**config.mk**
```make
export PLATFORM = sky130hd
export DESIGN_NAME = spsr_top
export DESIGN_NICKNAME = d
export VERILOG_FILES = /design/src/hw/spsr_pkg.sv /design/src/hw/spsr_edge.sv /design/src/hw/spsr_top.sv
export SDC_FILE = /design/constraint.sdc
export NUM_CORES = 1
export LEC_CHECK = 0
export BUFFER_PORTS_ARGS = -buffer_cell sky130_fd_sc_hd__buf_2
export CAP_MARGIN = 20
export CELL_PAD_IN_SITES_DETAIL_PLACEMENT = 1
export CELL_PAD_IN_SITES_GLOBAL_PLACEMENT = 1
export CORE_ASPECT_RATIO = 0.8
export CORE_MARGIN = 8
export CORE_UTILIZATION = 33
export DETAILED_ROUTE_END_ITERATION = 10
export GPL_TIMING_DRIVEN = 0
export PLACE_DENSITY = 0.9
export SYNTH_ARGS = -nofsm -noshare
export SYNTH_HDL_FRONTEND = slang
export SYNTH_SLANG_ARGS = --single-unit
```
**constraint.sdc**
```tcl
create_clock -name MCLK_I -period 1.9 [get_ports MCLK_I]
set_clock_uncertainty 0.15 [all_clocks]
set_input_delay 0 -clock MCLK_I [delete_from_list [all_inputs] [get_ports MCLK_I]]
set_output_delay 0 -clock MCLK_I [all_outputs]
set_load 0.01 [all_outputs]
```
**src/hw/spsr_pkg.sv**
```systemverilog
// Purpose: Shared constants and types for the 16-stage serial/parallel shift register
// Assumes: Single system clock, all control inputs synchronous to it
// Notes: Mode encoding is internal; the top also drives it out on MODE_O
package spsr_pkg;
  localparam int STAGES = 16;
  localparam logic [15:0] STAGE_RESET = 16'h0000;
  localparam logic [3:0] LAST_STAGE = 4'hf;
  localparam logic SHCLK_IDLE = 1'b0; // Shift clock rests low between frames
  localparam logic [4:0] ROT_IDLE = 5'h00; // No recirculating falls counted yet
  localparam logic [4:0] ROT_FULL = 5'h10; // Falls for one full turn of the register

  typedef enum logic [1:0] {
    SPSR_HOLD = 2'b00,
    SPSR_SER_LOAD = 2'b01,
    SPSR_SER_OUT = 2'b10,
    SPSR_PAR_LOAD = 2'b11
  } spsr_mode_t;
endpackage : spsr_pkg

```
**src/hw/spsr_edge.sv**
```systemverilog
// Purpose: Falling-edge detector for the controller's shift clock
// Assumes: Shift clock input already synchronous to the system clock
// Notes: Edge pulse lasts one system clock cycle
`timescale 1ns/10ps
module spsr_edge (
  input wire logic mclk_i,
  input wire logic rst_n_i,
  input wire logic level_i,
  output logic fall_o
);
  import spsr_pkg::*;
  logic last_reg;
  logic last_next;

  // Previous level; starts at the idle low, so a low clock at release is no fall
  always_comb begin
    last_next = level_i;
  end

  always_ff @(posedge mclk_i or negedge rst_n_i) begin
    if (!rst_n_i) begin
      last_reg <= SHCLK_IDLE;
    end else begin
      last_reg <= last_next;
    end
  end

  assign fall_o = last_reg & ~level_i; // High-to-low seen this cycle
endmodule : spsr_edge

```
**src/hw/spsr_top.sv**
```systemverilog
// Purpose: 16-stage shift register with serial/parallel load and recirculating serial out
// Assumes: Controller inputs are synchronous to MCLK_I; shift clock slower than MCLK_I
// Notes: Reset added for simulation sanity; the register itself has no other clear
//   The shift clock is sampled, so each of its phases must last one MCLK_I period or more
//   A fall uses the mode inputs seen at that MCLK_I edge; change them while the clock is low
//   Helper registers near the end exist only for the recirculation checks
`timescale 1ns/10ps
module spsr_top (
  input wire logic MCLK_I,
  input wire logic RST_N_I,
  input wire logic SHIFT_CLOCK_N_I,
  input wire logic UNIT_SELECT_N_I,
  input wire logic DIR_SELECT_I,
  input wire logic FUNCTION_SELECT_I,
  input wire logic [15:0] PARALLEL_IN_I,
  input wire logic SERIAL_PIN_I,
  output logic SERIAL_PIN_O,
  output logic SERIAL_PIN_OE_O,
  output spsr_pkg::spsr_mode_t MODE_O,
  output logic [15:0] STAGES_O
);
  import spsr_pkg::*;

  spsr_mode_t mode;
  logic shclk_fall;
  logic [15:0] stage_reg;
  logic [15:0] stage_next;
  logic shift_in; // Bit that enters stage 0 on a shift
  logic [15:0] stage_shifted; // Contents moved one stage up
  logic [15:0] snap_reg; // Check helper: contents at start of a turn
  logic [15:0] snap_next;
  logic [4:0] rot_count_reg; // Check helper: recirculating falls so far
  logic [4:0] rot_count_next;

  // Falling edges of the shift clock
  spsr_edge u_edge (
    .mclk_i(MCLK_I),
    .rst_n_i(RST_N_I),
    .level_i(SHIFT_CLOCK_N_I),
    .fall_o(shclk_fall)
  );

  // Mode decode from the control inputs
  always_comb begin
    if (UNIT_SELECT_N_I) begin
      mode = SPSR_HOLD;
    end else if (!DIR_SELECT_I) begin
      mode = SPSR_SER_LOAD;
    end else if (!FUNCTION_SELECT_I) begin
      mode = SPSR_SER_OUT;
    end else begin
      mode = SPSR_PAR_LOAD;
    end
  end

  // Bit entering stage 0: pin in serial load, stage 15 when recirculating
  always_comb begin
    if (mode == SPSR_SER_LOAD) begin
      shift_in = SERIAL_PIN_I;
    end else begin
      shift_in = stage_reg[LAST_STAGE];
    end
  end

  // One mux leg per stage; keeps the shift direction in a single place
  for (genvar k = 0; k < STAGES; k++) begin : g_stage
    if (k == 0) begin : g_first
      assign stage_shifted[k] = shift_in;
    end else begin : g_rest
      assign stage_shifted[k] = stage_reg[k - 1];
    end
  end

  // Next stage contents; only a falling shift clock edge changes them
  always_comb begin
    stage_next = stage_reg;
    if (shclk_fall) begin
      case (mode)
        SPSR_HOLD: stage_next = stage_reg;
        SPSR_SER_LOAD: stage_next = stage_shifted;
        SPSR_SER_OUT: stage_next = stage_shifted;
        SPSR_PAR_LOAD: stage_next = PARALLEL_IN_I;
        default: stage_next = stage_reg;
      endcase
    end
  end

  // Stage register, one per stage
  always_ff @(posedge MCLK_I or negedge RST_N_I) begin
    if (!RST_N_I) begin
      stage_reg <= STAGE_RESET;
    end else begin
      stage_reg <= stage_next;
    end
  end

  // Pin drive: out only in serial out and parallel load
  assign SERIAL_PIN_OE_O = (mode == SPSR_SER_OUT) || (mode == SPSR_PAR_LOAD);
  assign SERIAL_PIN_O = stage_reg[LAST_STAGE];
  assign MODE_O = mode;
  assign STAGES_O = stage_reg;

  // Check helper: a fall in serial out starts or extends a turn, any other
  // shifting or loading fall ends it, and a fall in hold leaves it alone
  always_comb begin
    snap_next = snap_reg;
    rot_count_next = rot_count_reg;
    if (shclk_fall && mode == SPSR_SER_OUT) begin
      if (rot_count_reg == ROT_IDLE || rot_count_reg == ROT_FULL) begin
        snap_next = stage_reg;
        rot_count_next = 5'h01;
      end else begin
        rot_count_next = rot_count_reg + 5'h01;
      end
    end else if (shclk_fall && mode != SPSR_HOLD) begin
      rot_count_next = ROT_IDLE;
    end
  end

  // Helper registers; nothing but the checks below reads them
  always_ff @(posedge MCLK_I or negedge RST_N_I) begin
    if (!RST_N_I) begin
      snap_reg <= STAGE_RESET;
      rot_count_reg <= ROT_IDLE;
    end else begin
      snap_reg <= snap_next;
      rot_count_reg <= rot_count_next;
    end
  end

  // Hold: contents frozen and pin released
  a_hold_keeps: assert property (@(posedge MCLK_I) disable iff (!RST_N_I)
    UNIT_SELECT_N_I |=> stage_reg == $past(stage_reg))
    else $error("contents changed in hold");
  a_hold_release: assert property (@(posedge MCLK_I) disable iff (!RST_N_I)
    UNIT_SELECT_N_I |-> !SERIAL_PIN_OE_O)
    else $error("pin driven in hold");

  // Serial load: pin bit into stage 0, the rest move up, pin left to the controller
  a_serload_shift: assert property (@(posedge MCLK_I) disable iff (!RST_N_I)
    (shclk_fall && mode == SPSR_SER_LOAD) |=>
      stage_reg == {$past(stage_reg[14:0]), $past(SERIAL_PIN_I)})
    else $error("serial load wrong");
  a_serload_top: assert property (@(posedge MCLK_I) disable iff (!RST_N_I)
    (shclk_fall && mode == SPSR_SER_LOAD) |=> stage_reg[15] == $past(stage_reg[14]))
    else $error("serial load did not advance");
  a_serload_enter: assert property (@(posedge MCLK_I) disable iff (!RST_N_I)
    (shclk_fall && mode == SPSR_SER_LOAD) |=> stage_reg[0] == $past(SERIAL_PIN_I))
    else $error("pin bit missing from stage 0");
  a_serload_float: assert property (@(posedge MCLK_I) disable iff (!RST_N_I)
    mode == SPSR_SER_LOAD |-> !SERIAL_PIN_OE_O)
    else $error("pin driven in serial load");
  a_edge_once: assert property (@(posedge MCLK_I) disable iff (!RST_N_I)
    shclk_fall |=> !shclk_fall)
    else $error("one clock fall seen twice");

  // Serial out: stage 15 on the pin and back into stage 0
  // The turn check catches a lost or doubled bit that one-step checks can miss
  a_serout_rotate: assert property (@(posedge MCLK_I) disable iff (!RST_N_I)
    (shclk_fall && mode == SPSR_SER_OUT) |=>
      stage_reg == {$past(stage_reg[14:0]), $past(stage_reg[15])})
    else $error("recirculation wrong");
  a_serout_drive: assert property (@(posedge MCLK_I) disable iff (!RST_N_I)
    mode == SPSR_SER_OUT |-> SERIAL_PIN_OE_O && SERIAL_PIN_O == stage_reg[15])
    else $error("pin not driven in serial out");
  a_serout_wrap: assert property (@(posedge MCLK_I) disable iff (!RST_N_I)
    rot_count_reg == ROT_FULL |-> stage_reg == snap_reg)
    else $error("full turn lost data");
  a_turn_bound: assert property (@(posedge MCLK_I) disable iff (!RST_N_I)
    rot_count_reg <= ROT_FULL)
    else $error("turn counter overran");

  // Parallel load: all stages at once, pin shows stage 15
  a_parload_take: assert property (@(posedge MCLK_I) disable iff (!RST_N_I)
    (shclk_fall && mode == SPSR_PAR_LOAD) |=> stage_reg == $past(PARALLEL_IN_I))
    else $error("parallel load wrong");
  a_parload_drive: assert property (@(posedge MCLK_I) disable iff (!RST_N_I)
    mode == SPSR_PAR_LOAD |-> SERIAL_PIN_OE_O && SERIAL_PIN_O == stage_reg[15])
    else $error("pin not driven in parallel load");

  // No fall, no change
  a_no_edge_still: assert property (@(posedge MCLK_I) disable iff (!RST_N_I)
    !shclk_fall |=> $stable(stage_reg))
    else $error("change without clock edge");

  // Mode decode, one row of the table each
  a_mode_hold: assert property (@(posedge MCLK_I) disable iff (!RST_N_I)
    UNIT_SELECT_N_I |-> mode == SPSR_HOLD)
    else $error("hold not decoded");
  a_mode_serload: assert property (@(posedge MCLK_I) disable iff (!RST_N_I)
    (!UNIT_SELECT_N_I && !DIR_SELECT_I) |-> mode == SPSR_SER_LOAD)
    else $error("serial load not decoded");
  a_mode_decode: assert property (@(posedge MCLK_I) disable iff (!RST_N_I)
    (!UNIT_SELECT_N_I && DIR_SELECT_I && !FUNCTION_SELECT_I) |-> mode == SPSR_SER_OUT)
    else $error("mode decode wrong");
  a_mode_parload: assert property (@(posedge MCLK_I) disable iff (!RST_N_I)
    (!UNIT_SELECT_N_I && DIR_SELECT_I && FUNCTION_SELECT_I) |-> mode == SPSR_PAR_LOAD)
    else $error("parallel load not decoded");

  // Main scenarios
  c_serload: cover property (@(posedge MCLK_I) disable iff (!RST_N_I)
    shclk_fall && mode == SPSR_SER_LOAD);
  c_serout: cover property (@(posedge MCLK_I) disable iff (!RST_N_I)
    shclk_fall && mode == SPSR_SER_OUT);
  c_parload: cover property (@(posedge MCLK_I) disable iff (!RST_N_I)
    shclk_fall && mode == SPSR_PAR_LOAD);
  c_hold_edge: cover property (@(posedge MCLK_I) disable iff (!RST_N_I)
    shclk_fall && mode == SPSR_HOLD);
  c_serout_wrap: cover property (@(posedge MCLK_I) disable iff (!RST_N_I)
    rot_count_reg == ROT_FULL);
endmodule : spsr_top

```
[Yosys cells after proc, flatten, opt, wreduce, memory -nomap -nowiden]
Cells that the tools add are included.
Word-level totals
  register bits: 17
  latch bits: 0
  RAM bits: 0
  bits in read-only memories: 0
  bits of input ports: 23
  output and inout bits: 20
  word-level logic and storage cells: 17
  memories kept: 0
Operators by class
  add/sub/neg operators: 0
  multiply operators: 0
  div/mod/pow operators: 0
  magnitude comparators: 0
  equal/unequal tests: 3
  shift operators: 0
  mux-type cells: 5
  bitwise logic cells: 3
  reduce and logical (&&, ||, !) cells: 4
Operator list (number)
  $pmux 16 s2: 1
  $eq 2x2->1 const B: 2
  $mux 2: 2
  $eq 2x1->1 const B: 1
  $logic_not 2->1: 1
  $mux 1: 2
  $not 1->1: 2
  $reduce_and 2->1: 1
  $reduce_or 2->1: 1
  $and 1x1->1: 1
  $logic_or 1x1->1: 1

[Logic depth before layout (Yosys ltp)]
  depth after elaboration: 6
  gate-level depth with buffers: 5

[By module]
From an unflattened synthesis, not the netlist that was laid out.
Second synthesis, totals
  cells, all modules: 96
  area, all modules: 860.8 µm²
By module, submodules not included
  spsr_top: times used 1, cells an instance 94, area an instance 822.0 µm²
  spsr_edge: times used 1, cells an instance 2, area an instance 38.8 µm²

[Least setup slack after synthesis]
Ideal clock, no wire load.
  kind: register -> register
  start point: register u_edge.last_reg
  end point: register stage_reg[0] (netlist: STAGES_O[0])
  library setup time: 0.130 ns
  arrival time: 0.834 ns
  data required time: 1.620 ns
  slack: 0.786 ns
  stages on the path, launching flop included: 4
  clock period less this slack: 1.114 ns
  cells stage by stage: dfrtp_1 -> nor3b_2 -> buf_2 -> o32ai_1
On the way
  cells in the longest elaborated chain, start to end: 2
Ends and longest elaborated chain
  from (decl): RTL line spsr_edge.sv:12  | logic last_reg;
  from (signal assigned): RTL line spsr_edge.sv:24  | last_reg <= last_next;
  $and 1x1->1: RTL line spsr_edge.sv:28  | assign fall_o = last_reg & ~level_i;
  $reduce_and 2->1 (no line)
  to (signal assigned): RTL line spsr_top.sv:93  | stage_reg <= stage_next;
  to (decl): RTL line spsr_top.sv:26  | logic [15:0] stage_reg;
No other way between the ends.
A chain may end at the register's enable or synchronous reset.

[Worst setup path after layout]
  start point: input SHIFT_CLOCK_N_I
  end point: register stage_reg[2] (netlist: STAGES_O[2])
On the way
  cells in the longest elaborated chain, start to end: 3
Ends and longest elaborated chain
  from (decl): RTL line spsr_top.sv:11  | input wire logic SHIFT_CLOCK_N_I,
  $not 1->1: RTL line spsr_edge.sv:28
  $and 1x1->1: RTL line spsr_edge.sv:28
  $reduce_and 2->1 (no line)
No other way between the ends.

==> impl_metrics.env <==
export IMPL_synth_common_cells="30 x nand2_1, 17 x dfrtp_1, 15 x a31oi_1, 15 x nor2_1, 5 x buf_4"
export IMPL_synthArstFlopShare=1.000
export IMPL_worstMarginPinSlew_ps=386.9
export IMPL_yosysUniqueCellTypes=17
export IMPL_path_class="in2reg"
export IMPL_ctsResizeCount=0
export IMPL_crit_path_cell_trace="dlygate4sd3_1, buf_2, nor3b_2, buf_4, a31oi_1, dlygate4sd3_1"
export IMPL_yosysSeqAreaShare=0.5159
export IMPL_clk_pin_slew_worst_paths_ps=100
export IMPL_violations="negative hold slack"
export IMPL_status="finished, violations left"
export IMPL_io_buffer_count=42
export IMPL_cts_tree="built"
export IMPL_slew_violations=0
export IMPL_synth_seq_cells=17
export IMPL_core_region_area_um2=2402
export IMPL_critPathMaxFanout=10
export IMPL_drive_above_1_share=0.3395
export IMPL_fp_dieH_um=60.71
export IMPL_min_period_over_period=0.9787
export IMPL_htree_levels=1
export IMPL_worst_path_most_repeated_cell="dlygate4sd3_1"
export IMPL_cp_start_kind="primary input"
export IMPL_fmax_mhz=537.8
export IMPL_die_w_um=71.89
export IMPL_postCtsHoldBufs=20
export IMPL_via_count=954
export IMPL_start_util=0.3432
export IMPL_dieArea_um2=4364
export IMPL_syn_area_um2=824.5
export IMPL_period_minus_slack_ps=1860
export IMPL_vias_per_cell=5.048
export IMPL_ant_nets=0
export IMPL_antenna_found_initial=0
export IMPL_clockRootBuffer="clkbuf_4"
export IMPL_synth_avg_cell_area_um2=8.589
export IMPL_postRouteWirelength_um=3031
export IMPL_worstPathArrival_ps=1890
export IMPL_synth_flop_cell="dfrtp_1"
export IMPL_seqCellArea_um2=425.4
export IMPL_post_cts_setup_buffer_count=0
export IMPL_drc_errors=0
export IMPL_crit_start="SHIFT_CLOCK_N_I"
export IMPL_crit_required_ps=1930
export IMPL_avgRoutedWirePerCell_um=16.04
export IMPL_hp_start="UNIT_SELECT_N_I"
export IMPL_r2r_start="u_edge.last_reg"
export IMPL_hp_class="in2reg"
export IMPL_numCtsBuffers=3
export IMPL_yosys_top_cells_area="dfrtp_1 52%, nand2_1 14%, a31oi_1 11%"
export IMPL_fin_tns_setup_ps=0
export IMPL_synth_top_area_frac=0.5159
export IMPL_syn_to_final_growth_pct=57.06
export IMPL_largest_register_ffs=16
export IMPL_worst_path_largest_cell_delay_ps=560
export IMPL_grt_pass1_wl_um=4864
export IMPL_nFillCells=300
export IMPL_syn_inst=96
export IMPL_max_slew_margin=0.7421
export IMPL_synth_nets=119
export IMPL_io_pins=43
export IMPL_grt_setup_unrepaired="no"
export IMPL_antenna_cells=0
export IMPL_end_kind="register"
export IMPL_place_congestion=0.7907
export IMPL_synth_warnings=0
export IMPL_dp_hpwl_um=2159
export IMPL_cts_path_max_buffers=2
export IMPL_clkSinkCount=17
export IMPL_p_leak_nw=0.6400
export IMPL_yosysMostFrequentCell="nand2_1"
export IMPL_holdWs_ps=-11.43
export IMPL_num_nets_final=186
export IMPL_grt_use_total=0.1447
export IMPL_multiInputGateArea_um2=332.8
export IMPL_power_total_mw=1.097
export IMPL_grt_max_degree=18
export IMPL_irDropWorstVdd_mv=0.5072
export IMPL_hold_viol=1
export IMPL_powerDensity_nw_per_um2=846.8
export IMPL_grt_pass1_vias=1039
export IMPL_dr_pass1_iters=4
export IMPL_cp_slowest_cell="dlygate4sd3_1"
export IMPL_std_cell_rows=16
export IMPL_setup_violations=0
export IMPL_clk_latency_ps=290
export IMPL_maxCapViolations=0
export IMPL_synth_edf_count=0
export IMPL_yosysTopAreaCell="dfrtp_1"
export IMPL_gr_total_overflow=0
export IMPL_drt_iter0_markers=22
[placed cells by master, fill, tap and decap left out]
cell and n:
buf_6 1, clkbuf_1 1, nor2b_1 1, buf_4 5, dfrtp_1 17, buf_2 44, nor2_1 15, a21oi_1 1
a31oi_1 15, dlygate4sd3_1 20, o21ai_0 1, o32ai_1 1, nor3b_1 1, and3b_1 1, nand3b_2 1, clkbuf_4 3
nor3_1 1, nor3b_2 1, inv_1 2, nand2_1 30
[power by group]
group | internal (mW) | total (mW) | switching, mW
Sequential | 0.445 | 0.517 | 0.0725
Clock | 0.0816 | 0.196 | 0.115
Combinational | 0.185 | 0.383 | 0.198
[per-layer routing]
metal  wire length, um  GRT usage
met5                 0          0
met3               177    0.04620
met1              1226     0.1496
met2              1582     0.2720
met4                45    0.05217
[final cells by class]
| type | instances | share of cell area |
|---|---|---|
| plain buffers | 8 | 0.04541 |
| clock buffers | 4 | 0.02029 |
| inverters | 2 | 0.005797 |
| multi-input cells | 69 | 0.2570 |
| flip-flops and latches | 17 | 0.3285 |
| well taps | 27 | 0.02609 |
| repair buffers | 62 | 0.3169 |
[cell families after synthesis]
logic type / Yosys count / synth area share
buf+inv: 10 / 0.08043
compound gates: 18 / 0.1366
simple gates: 51 / 0.2671
flops: 17 / 0.5159
[worst max-delay path, delay by kind of cell]
kind | cells | cell delay (ps)
buffers and inverters | 4 | 1470
AOI/OAI and AO/OA | 1 | 80
and+or+nand+nor | 1 | 330
[per-stage QoR]
step	setup WS (ps)	util	hold slack [ps]	instances	area [um^2]
after floorplan	786.2	-	-445.6	96	824.5
after global placement	622.8	0.4448	-209.1	165	1069
after detailed placement	562.7	0.4448	-199.0	165	1069
after CTS	46.33	0.5391	-9.451	189	1295
after global routing	11.34	0.5391	-16.82	189	1295
final	40.40	0.5391	-11.43	189	1295
[path summary, 6_finish.rpt]
check / depth (start not counted) / slack, ps / endpoint
min in group asynchronous: 2 / 10 / STAGES_O[8]
worst max-delay path: 6 / 40 / STAGES_O[2]
worst min register to register: 2 / 420 / STAGES_O[10]
max in group asynchronous: 2 / 1310 / STAGES_O[11]
worst max register to register: 4 / 90 / STAGES_O[2]
worst min-delay path: 4 / -10 / STAGES_O[0]
(Power assumes the default switching activity.)
